File: src/verilog/iflag_pkg.sv
// Package for the interrupt flag set/clear unit.
// Assumes an APB slave with 32-bit data and one register per aligned word.
package iflag_pkg;

  // ****************************************
  // Register indices and byte addresses
  // ****************************************
  localparam logic [7:0] IFLAG_IDX_FLAGS_LOW = 8'h06;
  localparam logic [7:0] IFLAG_IDX_FLAGS_HIGH = 8'h07;
  localparam logic [7:0] IFLAG_IDX_EN_LOW = 8'h08;
  localparam logic [7:0] IFLAG_IDX_EN_HIGH = 8'h09;
  localparam logic [11:0] IFLAG_ADDR_FLAGS_LOW = {2'h0, IFLAG_IDX_FLAGS_LOW, 2'h0};
  localparam logic [11:0] IFLAG_ADDR_FLAGS_HIGH = {2'h0, IFLAG_IDX_FLAGS_HIGH, 2'h0};
  localparam logic [11:0] IFLAG_ADDR_EN_LOW = {2'h0, IFLAG_IDX_EN_LOW, 2'h0};
  localparam logic [11:0] IFLAG_ADDR_EN_HIGH = {2'h0, IFLAG_IDX_EN_HIGH, 2'h0};

  // ****************************************
  // Field positions and reset values
  // ****************************************
  localparam int IFLAG_SET_BIT = 7;
  localparam int IFLAG_GLOBAL_BIT = 6;
  localparam int IFLAG_INV_BIT = 7;
  localparam int IFLAG_DRIVE_BIT = 7;
  localparam int IFLAG_PINEN_BIT = 6;
  localparam logic [6:0] IFLAG_LOW_MASK = 7'h7F;
  localparam logic [6:0] IFLAG_HIGH_MASK = 7'h3F;
  localparam logic [7:0] IFLAG_FLAGS_RST = 8'h00;
  localparam logic [7:0] IFLAG_EN_RST = 8'h00;

  // ****************************************
  // Event inputs from the rest of the frontend
  // ****************************************
  typedef struct packed {
    logic hi_alert;
    logic lo_alert;
    logic cmd_done;
    logic tx_done;
    logic rx_done;
    logic [4:0] err;
    logic rx_sof;
    logic card_detect;
    logic [4:0] timer_uflow;
  } iflag_events_type;

endpackage

File: src/verilog/iflag_unit.sv
// Interrupt flag, enable and pin logic with an APB register slave.
// Assumes event inputs are synchronous pulses or levels on pclk.
//
// Functional notes
// RQ1 - Write with bit7=1 sets, bit7=0 clears, each flag written as 1.
// RQ2 - FFh sets all low flags, 7Fh clears all low flags.
// RQ3 - High register set/clear acts on bits 5..0; bit 6 global only.
// RQ4 - Low flag register at 06h, resets to 00h.
// RQ5 - High-level alert flag latches live alert, holds until cleared.
// RQ6 - Low-level alert flag latches live alert, holds until cleared.
// RQ7 - Idle flag set when running command ends by itself.
// RQ8 - Unknown command reverts to idle and sets idle flag.
// RQ9 - Host starting idle command does not set idle flag.
// RQ10 - Transmit flag set right after last bit sent.
// RQ11 - Receive flag set at end of stream, whatever its correctness.
// RQ12 - Error flag set when any of five error indications sets.
// RQ13 - Frame start flag set on start-of-frame or subcarrier.
// RQ14 - Global request set when any enabled flag is active.
// RQ15 - Card detect flag set when low-power detection finds card.
// RQ16 - Five timer flags set on their timer underflow.
// RQ17 - Enable register at 08h: polarity bit7, enables bits 6..0.
// RQ18 - Polarity bit inverts interrupt pin level.
// RQ19 - Flag counts toward global request only while enabled.
// RQ20 - Pin enable gates global request; drive-mode picks push-pull or open-drain.
// RQ21 - Bit 7 of request registers reads 0; global recomputed each clock.
module iflag_unit
  import iflag_pkg::*;
(
  // Clock and reset
  input wire logic pclk,
  input wire logic presetn,
  // APB slave
  input wire logic psel,
  input wire logic penable,
  input wire logic pwrite,
  input wire logic [11:0] paddr,
  input wire logic [31:0] pwdata,
  output logic [31:0] prdata,
  output logic pready,
  output logic pslverr,
  // Event sources
  input wire iflag_events_type events,
  // Command field handshake
  input wire logic cmd_start,
  input wire logic cmd_known,
  input wire logic cmd_is_idle,
  output logic cmd_revert,
  // Interrupt pin
  output logic irq_pin_out,
  output logic irq_pin_oe,
  output logic global_request
);

  // ****************************************
  // Registers
  // ****************************************
  logic [6:0] flags_low;
  logic [5:0] flags_high;
  logic high_level_alert_flag;
  logic low_level_alert_flag;
  logic command_idle_flag;
  logic transmit_done_flag;
  logic receive_done_flag;
  logic error_summary_flag;
  logic frame_start_flag;
  logic card_detect_flag;
  logic timer_four_underflow_flag;
  logic timer_three_underflow_flag;
  logic timer_two_underflow_flag;
  logic timer_one_underflow_flag;
  logic timer_zero_underflow_flag;
  logic [7:0] en_low_r;
  logic [7:0] en_high_r;
  logic [4:0] err_prev_r;
  logic cmd_done_nxt;

  logic wr_en;
  logic rd_setup;
  logic sel_low;
  logic sel_high;
  logic sel_en_low;
  logic sel_en_high;
  logic addr_ok;
  logic [6:0] low_hw_set;
  logic [5:0] high_hw_set;
  logic [6:0] low_wr_set;
  logic [6:0] low_wr_clr;
  logic [5:0] high_wr_set;
  logic [5:0] high_wr_clr;
  logic wr_set_mode;
  logic global_nxt;
  logic pin_level;

  // ****************************************
  // Bus decode
  // ****************************************
  // Zero wait states: every access completes in its first access cycle.
  assign pready = 1'b1;
  assign sel_low = (paddr == IFLAG_ADDR_FLAGS_LOW);
  assign sel_high = (paddr == IFLAG_ADDR_FLAGS_HIGH);
  assign sel_en_low = (paddr == IFLAG_ADDR_EN_LOW);
  assign sel_en_high = (paddr == IFLAG_ADDR_EN_HIGH);
  assign addr_ok = sel_low | sel_high | sel_en_low | sel_en_high;
  assign pslverr = psel & penable & ~addr_ok;
  assign wr_en = psel & penable & pwrite & addr_ok;
  assign rd_setup = psel & ~penable & ~pwrite;
  assign wr_set_mode = pwdata[IFLAG_SET_BIT];

  // ****************************************
  // Event capture
  // ****************************************
  // Unknown command reverts to idle and counts as self-termination
  assign cmd_revert = cmd_start & ~cmd_known & ~cmd_is_idle; // [RQ8]
  // Host-started idle is excluded; only self-ends count
  assign cmd_done_nxt = (events.cmd_done & ~(cmd_start & cmd_is_idle)) | cmd_revert; // [RQ7] [RQ9]

  assign low_hw_set = {
    events.hi_alert, // [RQ5]
    events.lo_alert, // [RQ6]
    cmd_done_nxt, // [RQ7] [RQ8]
    events.tx_done, // [RQ10]
    events.rx_done, // [RQ11]
    |(events.err & ~err_prev_r), // [RQ12]
    events.rx_sof // [RQ13]
  };
  assign high_hw_set = {events.card_detect, events.timer_uflow}; // [RQ15] [RQ16]

  // Rising edges of the error indications only
  always_ff @(posedge pclk or negedge presetn) begin
    if (!presetn) begin
      err_prev_r <= 5'h00;
    end else begin
      err_prev_r <= events.err;
    end
  end

  // ****************************************
  // Software set/clear
  // ****************************************
  assign low_wr_set = (wr_en & sel_low & wr_set_mode) ? (pwdata[6:0] & IFLAG_LOW_MASK) : 7'h00; // [RQ1] [RQ2]
  assign low_wr_clr = (wr_en & sel_low & ~wr_set_mode) ? (pwdata[6:0] & IFLAG_LOW_MASK) : 7'h00; // [RQ1] [RQ2]
  assign high_wr_set = (wr_en & sel_high & wr_set_mode) ? pwdata[5:0] : 6'h00; // [RQ3]
  assign high_wr_clr = (wr_en & sel_high & ~wr_set_mode) ? pwdata[5:0] : 6'h00; // [RQ3]

  // Hardware set wins over a simultaneous software clear
  iflag_flag_cell #(
    .RST_VALUE(IFLAG_FLAGS_RST[6])
  ) cell_hi_alert_i (
    .pclk(pclk),
    .presetn(presetn),
    .hw_set(low_hw_set[6]),
    .sw_set(low_wr_set[6]),
    .sw_clr(low_wr_clr[6]),
    .flag(high_level_alert_flag)
  ); // [RQ4] [RQ5]
  iflag_flag_cell #(
    .RST_VALUE(IFLAG_FLAGS_RST[5])
  ) cell_lo_alert_i (
    .pclk(pclk),
    .presetn(presetn),
    .hw_set(low_hw_set[5]),
    .sw_set(low_wr_set[5]),
    .sw_clr(low_wr_clr[5]),
    .flag(low_level_alert_flag)
  ); // [RQ4] [RQ6]
  iflag_flag_cell #(
    .RST_VALUE(IFLAG_FLAGS_RST[4])
  ) cell_idle_i (
    .pclk(pclk),
    .presetn(presetn),
    .hw_set(low_hw_set[4]),
    .sw_set(low_wr_set[4]),
    .sw_clr(low_wr_clr[4]),
    .flag(command_idle_flag)
  ); // [RQ7]
  iflag_flag_cell #(
    .RST_VALUE(IFLAG_FLAGS_RST[3])
  ) cell_tx_done_i (
    .pclk(pclk),
    .presetn(presetn),
    .hw_set(low_hw_set[3]),
    .sw_set(low_wr_set[3]),
    .sw_clr(low_wr_clr[3]),
    .flag(transmit_done_flag)
  ); // [RQ10]
  iflag_flag_cell #(
    .RST_VALUE(IFLAG_FLAGS_RST[2])
  ) cell_rx_done_i (
    .pclk(pclk),
    .presetn(presetn),
    .hw_set(low_hw_set[2]),
    .sw_set(low_wr_set[2]),
    .sw_clr(low_wr_clr[2]),
    .flag(receive_done_flag)
  ); // [RQ11]
  iflag_flag_cell #(
    .RST_VALUE(IFLAG_FLAGS_RST[1])
  ) cell_error_i (
    .pclk(pclk),
    .presetn(presetn),
    .hw_set(low_hw_set[1]),
    .sw_set(low_wr_set[1]),
    .sw_clr(low_wr_clr[1]),
    .flag(error_summary_flag)
  ); // [RQ12]
  iflag_flag_cell #(
    .RST_VALUE(IFLAG_FLAGS_RST[0])
  ) cell_frame_start_i (
    .pclk(pclk),
    .presetn(presetn),
    .hw_set(low_hw_set[0]),
    .sw_set(low_wr_set[0]),
    .sw_clr(low_wr_clr[0]),
    .flag(frame_start_flag)
  ); // [RQ13]

  iflag_flag_cell #(
    .RST_VALUE(IFLAG_FLAGS_RST[5])
  ) cell_card_detect_i (
    .pclk(pclk),
    .presetn(presetn),
    .hw_set(high_hw_set[5]),
    .sw_set(high_wr_set[5]),
    .sw_clr(high_wr_clr[5]),
    .flag(card_detect_flag)
  ); // [RQ15]
  iflag_flag_cell #(
    .RST_VALUE(IFLAG_FLAGS_RST[4])
  ) cell_timer_four_i (
    .pclk(pclk),
    .presetn(presetn),
    .hw_set(high_hw_set[4]),
    .sw_set(high_wr_set[4]),
    .sw_clr(high_wr_clr[4]),
    .flag(timer_four_underflow_flag)
  ); // [RQ16]
  iflag_flag_cell #(
    .RST_VALUE(IFLAG_FLAGS_RST[3])
  ) cell_timer_three_i (
    .pclk(pclk),
    .presetn(presetn),
    .hw_set(high_hw_set[3]),
    .sw_set(high_wr_set[3]),
    .sw_clr(high_wr_clr[3]),
    .flag(timer_three_underflow_flag)
  ); // [RQ16]
  iflag_flag_cell #(
    .RST_VALUE(IFLAG_FLAGS_RST[2])
  ) cell_timer_two_i (
    .pclk(pclk),
    .presetn(presetn),
    .hw_set(high_hw_set[2]),
    .sw_set(high_wr_set[2]),
    .sw_clr(high_wr_clr[2]),
    .flag(timer_two_underflow_flag)
  ); // [RQ16]
  iflag_flag_cell #(
    .RST_VALUE(IFLAG_FLAGS_RST[1])
  ) cell_timer_one_i (
    .pclk(pclk),
    .presetn(presetn),
    .hw_set(high_hw_set[1]),
    .sw_set(high_wr_set[1]),
    .sw_clr(high_wr_clr[1]),
    .flag(timer_one_underflow_flag)
  ); // [RQ16]
  iflag_flag_cell #(
    .RST_VALUE(IFLAG_FLAGS_RST[0])
  ) cell_timer_zero_i (
    .pclk(pclk),
    .presetn(presetn),
    .hw_set(high_hw_set[0]),
    .sw_set(high_wr_set[0]),
    .sw_clr(high_wr_clr[0]),
    .flag(timer_zero_underflow_flag)
  ); // [RQ16]

  assign flags_low = {high_level_alert_flag, low_level_alert_flag, command_idle_flag, transmit_done_flag,
    receive_done_flag, error_summary_flag, frame_start_flag};
  assign flags_high = {card_detect_flag, timer_four_underflow_flag, timer_three_underflow_flag,
    timer_two_underflow_flag, timer_one_underflow_flag, timer_zero_underflow_flag};

  // ****************************************
  // Enable registers
  // ****************************************
  always_ff @(posedge pclk or negedge presetn) begin
    if (!presetn) begin
      en_low_r <= IFLAG_EN_RST;
    end else if (wr_en & sel_en_low) begin
      en_low_r <= pwdata[7:0]; // [RQ17]
    end
  end

  // Second enable register laid out as polarity-free pin control plus enables
  always_ff @(posedge pclk or negedge presetn) begin
    if (!presetn) begin
      en_high_r <= IFLAG_EN_RST;
    end else if (wr_en & sel_en_high) begin
      en_high_r <= pwdata[7:0];
    end
  end

  // ****************************************
  // Global request and pin
  // ****************************************
  assign global_nxt = |(flags_low & en_low_r[6:0]) | |(flags_high & en_high_r[5:0]); // [RQ14] [RQ19]

  // Recomputed each clock from current flags and enables
  always_ff @(posedge pclk or negedge presetn) begin
    if (!presetn) begin
      global_request <= 1'b0;
    end else begin
      global_request <= global_nxt; // [RQ21]
    end
  end

  assign pin_level = en_high_r[IFLAG_PINEN_BIT] & global_request; // [RQ20]

  // Open-drain only pulls the line; the high level comes from outside
  always_ff @(posedge pclk or negedge presetn) begin
    if (!presetn) begin
      irq_pin_out <= 1'b0;
      irq_pin_oe <= 1'b0;
    end else if (en_high_r[IFLAG_DRIVE_BIT]) begin
      irq_pin_out <= pin_level ^ en_low_r[IFLAG_INV_BIT]; // [RQ18] [RQ20]
      irq_pin_oe <= 1'b1;
    end else begin
      irq_pin_out <= 1'b0;
      irq_pin_oe <= ~(pin_level ^ en_low_r[IFLAG_INV_BIT]); // [RQ18] [RQ20]
    end
  end

  // ****************************************
  // Read data
  // ****************************************
  always_ff @(posedge pclk or negedge presetn) begin
    if (!presetn) begin
      prdata <= 32'h0000_0000;
    end else if (rd_setup) begin
      if (paddr == IFLAG_ADDR_FLAGS_LOW) begin
        prdata <= {25'h0000000, flags_low}; // [RQ21]
      end else if (paddr == IFLAG_ADDR_FLAGS_HIGH) begin
        prdata <= {24'h000000, 1'b0, global_request, flags_high}; // [RQ21] [RQ3]
      end else if (paddr == IFLAG_ADDR_EN_LOW) begin
        prdata <= {24'h000000, en_low_r};
      end else if (paddr == IFLAG_ADDR_EN_HIGH) begin
        prdata <= {24'h000000, en_high_r};
      end else begin
        prdata <= 32'h0000_0000;
      end
    end
  end

endmodule

// ****************************************
// One latched request flag
// ****************************************
// Set beats clear so that an event in the clearing cycle is not lost
module iflag_flag_cell #(
  parameter logic RST_VALUE = 1'b0
) (
  // Clock and reset
  input wire logic pclk,
  input wire logic presetn,
  // Set and clear requests
  input wire logic hw_set,
  input wire logic sw_set,
  input wire logic sw_clr,
  // Stored flag
  output logic flag
);

  always_ff @(posedge pclk or negedge presetn) begin
    if (!presetn) begin
      flag <= RST_VALUE;
    end else if (hw_set | sw_set) begin
      flag <= 1'b1;
    end else if (sw_clr) begin
      flag <= 1'b0;
    end
  end

endmodule

File: config.mk
export PLATFORM = sky130hd
export DESIGN_NAME = iflag_unit
export DESIGN_NICKNAME = d
export VERILOG_FILES = /design/src/verilog/iflag_pkg.sv /design/src/verilog/iflag_unit.sv
export SDC_FILE = /design/constraint.sdc
export NUM_CORES = 1
export LEC_CHECK = 0
export BUFFER_PORTS_ARGS = -buffer_cell sky130_fd_sc_hd__buf_2
export CORE_AREA = 2 2 76 78
export DETAILED_ROUTE_END_ITERATION = 16
export DIE_AREA = 0 0 78 80
export PLACE_DENSITY = 0.86
export SETUP_SLACK_MARGIN = 0.5
export SYNTH_ARGS = -nofsm -noshare
export SYNTH_HDL_FRONTEND = slang
export SYNTH_SLANG_ARGS = --single-unit
File: constraint.sdc
create_clock -name pclk -period 1.5 [get_ports pclk]
set_input_delay 0.15 -clock pclk [delete_from_list [all_inputs] [get_ports pclk]]
set_output_delay 0.15 -clock pclk [all_outputs]
set_load 0.01 [all_outputs]
**Word-level counts from Yosys, hierarchy flattened**

Index checks and enable logic that the tools add are counted.

- Add/sub/neg operators: 0
- Multiply operators: 0
- Divide/modulo/power cells: 0
- Magnitude comparators: 0
- Equal/unequal tests: 4
- Shifts and indexed selects: 0
- Multiplexer cells: 36
- Bitwise logic cells: 50
- Reduce and logical (&&, ||, !) cells: 16

Operators with widths:

| operator | count |
|---|---|
| 32-bit 2-to-1 mux | 1 |
| 1-bit 2-to-1 mux | 28 |
| 2-bit nonzero test | 13 |
| 12-bit by 5-bit == test with 1-bit output (second input constant) | 2 |
| 12-bit by 6-bit == test with 1-bit output (second input constant) | 2 |
| 8-bit 2-to-1 mux | 3 |
| 1-bit AND | 19 |
| 1-bit bitwise OR | 18 |
| 7-bit 2-to-1 mux | 2 |
| 6-bit 2-to-1 mux | 2 |
| 1-bit NOT | 8 |
| 7-bit AND | 1 |
| 7-bit OR reduction | 1 |
| 6-bit AND | 1 |
| 6-bit OR reduction | 1 |
| 5-bit AND | 1 |
| 5-bit NOT | 1 |
| 5-bit OR reduction | 1 |
| 1-bit XOR | 1 |

- Flip-flop bits (word level): 69
- Latch bits: 0
- Memory bits (writable): 0
- Memory bits (read-only): 0
- Input bits: 69
- Output and inout port bits: 38
- Memories kept: 0

**Logic depth before layout (Yosys ltp)**

- Depth after elaboration: 10
- Depth in mapped cells: 6

**By module**

A second synthesis with hierarchy kept.

- Cells, all modules: 238
- Area, all modules: 2454.9 sq um

Modules (own cells, without submodules):

| module | instances | cells an instance | area an instance (sq um) |
|---|---|---|---|
| iflag_unit | 1 | 186 | 1966.9 |
| iflag_flag_cell | 13 | 4 | 37.5 |

**Least setup slack after synthesis**

OpenSTA, ideal clock, no wires.

- Path kind: input-to-reg
- Start point: input paddr[9]
- End point: register cell_card_detect_i.flag
- Arrival time: 1.611 ns
- Data required time: 1.373 ns
- Path slack: -0.238 ns
- Stages on the path: 5
- Path buffers: 1
- Path through: or4_4 > nor4_4 > buf_6 > a21boi_0 > a311o_2

- Longest elaborated chain between the ends: 10
- Elaborated cells between the ends (all ways): 16
- Those cells by class: 4 x eq/ne; 3 x mux; 8 x bitwise; 1 x reduce/logical

Ends and longest elaborated chain:

| what | line | text |
|---|---|---|
| start, declared | iflag_unit.sv:36 | `input wire logic [11:0] paddr,` |
| 12-bit by 5-bit == test with 1-bit output, on equally long branches | iflag_unit.sv:99, iflag_unit.sv:100 |  |
| 1-bit bitwise OR (3 in series) | iflag_unit.sv:103 | `assign addr_ok = sel_low \| sel_high \| sel_en_low \| sel_en_high;` |
| 1-bit AND | iflag_unit.sv:105 | `assign wr_en = psel & penable & pwrite & addr_ok;` |
| 1-bit AND (*) | iflag_unit.sv:142, iflag_unit.sv:143 |  |
| 1-bit AND | iflag_unit.sv:142 | `assign high_wr_set = (wr_en & sel_high & wr_set_mode) ? pwdata[5:0] : 6'h00;` |
| 6-bit 2-to-1 mux | iflag_unit.sv:142 |  |
| 1-bit bitwise OR | iflag_unit.sv:377 | `end else if (hw_set \| sw_set) begin` |
| 1-bit 2-to-1 mux / 2-bit nonzero test (equally long branches) | -- |  |
| end signal, assigned | iflag_unit.sv:376 | `flag <= RST_VALUE;` |
| end signal, assigned | iflag_unit.sv:378 | `flag <= 1'b1;` |
| end signal, assigned | iflag_unit.sv:380 | `flag <= 1'b0;` |
| end, declared | iflag_unit.sv:371 | `output logic flag` |

Mark *: on every way between the ends. The rest lies on a longest branch, timed or not.
A chain may end at the register's enable or synchronous reset.

**Worst setup path in the final report**

- Start point: input paddr[0]
- End point: register cell_card_detect_i.flag

The elaborated chain is that of the path after synthesis.

==> impl_results.rst <==
.. list-table::
   :header-rows: 1

   * - Metric
     - Value
   * - Prevailing post-synth register cell
     - dfrtp_1
   * - Die extent in x
     - 78 µm
   * - Post-DR vias/cell
     - 5.235
   * - Leakage component of the power
     - 1.545 nW
   * - Source of the worst register-to-register timing path
     - err_prev_r[1]$_DFF_PN0_
   * - Dominant cells by area after synthesis
     - dfrtp_1, buf_4, mux2_2
   * - Timing endpoint of the critical path
     - cell_card_detect_i.flag$_DFFE_PN0P_
   * - Classification of the worst-slack hold path
     - in2reg
   * - Sequential element share of the synthesized area
     - 48.15%
   * - Synth area leader
     - dfrtp_1
   * - Starting DRT DRC Count
     - 86
   * - Antenna viol nets, final
     - 0
   * - Total I/O pin count
     - 107
   * - HPWL reported at the end of detailed placement
     - 3786 µm
   * - Clock buffers created by TritonCTS
     - 5
   * - Type of the worst setup path
     - in2reg
   * - Slew at the pin closest to its max-slew limit
     - 0.5497 ns
   * - PwrDens
     - 720.0 nW/µm²
   * - Via count
     - 1874
   * - Number of register bits inferred by synthesis
     - 45
   * - Worst slew margin relative to its limit
     - 63.35%
   * - Top Metal Used
     - met4
   * - Port bufs
     - 57
   * - Maximum frequency from static timing analysis
     - 637.6 MHz
   * - First-pass GRT wire length
     - 8783 µm
   * - Count of flip-flops with a built-in enable after synthesis
     - 0
   * - Count of pins over their slew limit
     - 0
   * - Clk slew on worst S/H paths
     - 0.09 ns
   * - Endpoint of the most critical register-to-register path
     - cell_error_i.flag$_DFFE_PN0P_
   * - Combined area of all synthesized cells
     - 2338 µm²
   * - Cells along the critical path
     - buf_6 -> or4_4 -> nor4_4 -> buf_4 -> a21boi_1 -> a311o_2
   * - Max cap viols
     - 0
   * - Ant. Diodes
     - 0
   * - Data arrival time at the worst-slack endpoint
     - 1.76 ns
   * - Setup slack after placement
     - -0.4184 ns
   * - Final hold viol count
     - 0
   * - Critical Path End Type
     - register
   * - Gate count after technology mapping
     - 193
   * - Core Rows
     - 27
   * - Maximum number of pins on one net before global-route repair
     - 46
   * - Final number of setup-violating endpoints
     - 10
   * - Starting density of the core
     - 43.26%
   * - Worst r2r path cells
     - 4
   * - Met1 wire length
     - 2347 µm
   * - Final net count
     - 355
   * - Data required time at the worst endpoint
     - 1.69 ns
   * - Post-route DRC violation count
     - 0
   * - Slowest stage cell on the critical path
     - or4_4
   * - Maximum buffer depth of the clock tree
     - 2
   * - Number of antenna violations at the first check in global routing
     - 0
   * - Worst-path maximum fanout
     - 6
   * - Maximum VDD drop
     - 0.3617 mV
   * - Depth of the critical timing path with buffers and inverters included
     - 6
   * - RD Place Congestion
     - 0.8021
   * - Run status
     - finished, violations left
   * - Drt first pass iters
     - 4
   * - Root buffer selected by CTS
     - clkbuf_8
   * - Share of cells above drive strength 1
     - 49.30%
   * - Layout overhead on the synthesized area
     - 32.91%
   * - WL/cell
     - 15.70 µm
   * - H-tree Lvls
     - 2
   * - Number of different library cells in the post-synthesis netlist
     - 34
   * - Vias in the first global route
     - 1885
   * - GRT Util Overall
     - 18.10%
   * - Source-to-sink clock delay at the later pin of the worst-skew pair
     - 0.31 ns
   * - Mean post-synth cell area
     - 12.12 µm²
   * - Number of warnings printed during yosys synthesis
     - 0
   * - Violations in the final reports
     - setup timing
   * - Async S/R FF share, synth
     - 100.0%
   * - Setup repair after global routing missed its margin
     - true
   * - Setup slack on the worst flop-to-flop path
     - 0.21 ns
   * - Final worst-path setup slack
     - -0.06835 ns
   * - Height of the chip
     - 80 µm
   * - Crit path from
     - paddr[0]
   * - Total power
     - 0.002238 W
   * - Final clock skew
     - 0.007326 ns
   * - Crit share post-route
     - 104.6%
   * - Clock net sink count
     - 45
   * - Shortest clock period the worst path allows after layout
     - 1.568 ns
   * - Die area
     - 6240 µm²
   * - Detailed route wirelength on metal3
     - 386 µm
   * - GR Overflow Total
     - 0
   * - Maximum single-stage delay on the critical path
     - 0.57 ns
   * - Kind of cell adding the most delay to the critical path
     - simple AND/OR/NAND/NOR gates
   * - Fraction of post-synthesis cell area in the top cell type by area
     - 48.15%
   * - Final core utilization
     - 57.50%
   * - Met2 routed wirelength
     - 2791 µm
   * - Std-Cell Core Area
     - 5405 µm²
   * - CTS tree
     - built
   * - Final wirelength
     - 5621 µm
   * - Startpoint type of the worst setup path
     - primary input
   * - Number of buffer and inverter instances along the worst setup path
     - 2
-- worst register-to-register path: cells and delay by family (launching register included) --
family                 cells  cell delay, ns
AOI/OAI and AO/OA          3            0.82
DFF                        1            0.33
buffers and inverters      1            0.04
-- how the worst min path moves through the flow --
stage,depth (start not counted),to,start,slack (ns)
3_3_place_gp,2,prdata[1]$_DFFE_PN0P_,presetn,0.25
2_1_floorplan,0,cell_card_detect_i.flag$_DFFE_PN0P_,presetn,-0.15
4_1_cts,2,cell_timer_three_i.flag$_DFFE_PN0P_,events[3],0.04
3_5_place_dp,2,prdata[3]$_DFFE_PN0P_,presetn,0.26
6_report,2,cell_timer_three_i.flag$_DFFE_PN0P_,events[3],0.04
5_1_grt,2,cell_timer_three_i.flag$_DFFE_PN0P_,events[3],0.03
-- cells in the mapped netlist, types with 2 or more instances --
cell      instances
a311o_1           5
a311o_2           8
o22ai_1           7
buf_4            25
a21boi_0         10
conb_1            2
a21oi_1           3
or4_4             2
buf_6             2
mux2i_1          15
nor2_1            4
nor4_4            2
nand2_1           6
a221oi_1          2
clkbuf_1          4
a222oi_1          2
dfrtp_1          45
or3b_2            2
a22oi_1           2
a21boi_1          3
inv_1             6
a22o_1            9
mux2_2           16
-- where the power goes --
part	total [W]	switching [W]	internal (W)	leakage, nW
clock	0.000777	0.000412	0.000364	0.0433
sequential	0.00122	0.00000281	0.00122	0.544
combinational	0.000238	0.000141	0.0000971	0.957
-- per-layer routing --
metal	GRT usage, %	vias up
li1	-	863
met1	22.28	913
met2	30.43	89
met3	5.317	9
met4	6.140	0
met5	0	-
-- registers in the layout, indices dropped and copies added (netlist names) --
name / flops
cell_tx_done_i.flag: 1
cell_timer_one_i.flag: 1
cell_timer_four_i.flag: 1
en_low_r: 8
global_request: 1
cell_error_i.flag: 1
cell_rx_done_i.flag: 1
cell_hi_alert_i.flag: 1
cell_frame_start_i.flag: 1
cell_card_detect_i.flag: 1
cell_idle_i.flag: 1
err_prev_r: 5
cell_timer_three_i.flag: 1
prdata: 8
irq_pin_out: 1
irq_pin_oe: 1
en_high_r: 8
cell_lo_alert_i.flag: 1
cell_timer_two_i.flag: 1
cell_timer_zero_i.flag: 1
-- logic make-up (layout without fill, tap and decap cells) --
logic type	Yosys count	in the layout	share of synthesized area, %
xor+xnor	1	1	0.3746
other cells	2	25	0.3211
flops	45	45	48.15
simple gates	24	24	7.544
mux	31	31	14.12
compound gates	52	52	18.67
buf+inv	38	108	10.81
-- what timing repair did --
action                                  CTS  global route
hold buffers                              6             0
buffers inserted                          6            11
endpoints found under the hold margin    50             0
gates resized for setup                  27             8
endpoints found under the setup margin   40            49
pin swaps                                 9             4
-- stage by stage --
stage,std cells,instance area [µm²],hold slack (ns),TNS (ns)
2_1_floorplan,216,2444,-0.1456,-2.516
3_3_place_gp,328,2700,0.2490,-10.38
3_5_place_dp,328,2700,0.2607,-11.62
4_1_cts,347,2993,0.04140,-0.3467
5_1_grt,358,3108,0.02667,-0.6955
6_report,358,3108,0.04349,-0.3137
-- cell usage in the layout, fill, tap and decap left out, types with 2 or more instances in the layout --
master         count
a22o_1             9
inv_1              6
buf_2             54
mux2i_1           15
dlygate4sd3_1      6
mux2_4             5
o22ai_1            7
a22oi_2            2
a222oi_1           2
conb_1            25
clkbuf_8           6
buf_4             26
or3b_2             2
dfrtp_1           45
a21oi_1            2
nor2_1             3
a21boi_1           8
a311o_1            5
a311o_2            8
mux2_2            11
nand2_8            2
a221oi_2           2
nand2_1            4
nor4_4             2
a21boi_2           5
or4_4              2
buf_6              9
-- final cells by class --
cell class                      count  area (µm²)
Clock buffer                        6       82.58
Clock inverter                      1       7.507
Fill cell                         452        2297
Inverter                            6       22.52
Multi-Input combinational cell    133        1152
Sequential cell                    45        1126
Tap cell                           72       90.09
Timing Repair Buffer               95       626.9
No activity file was read; power rests on OpenSTA's default activity.
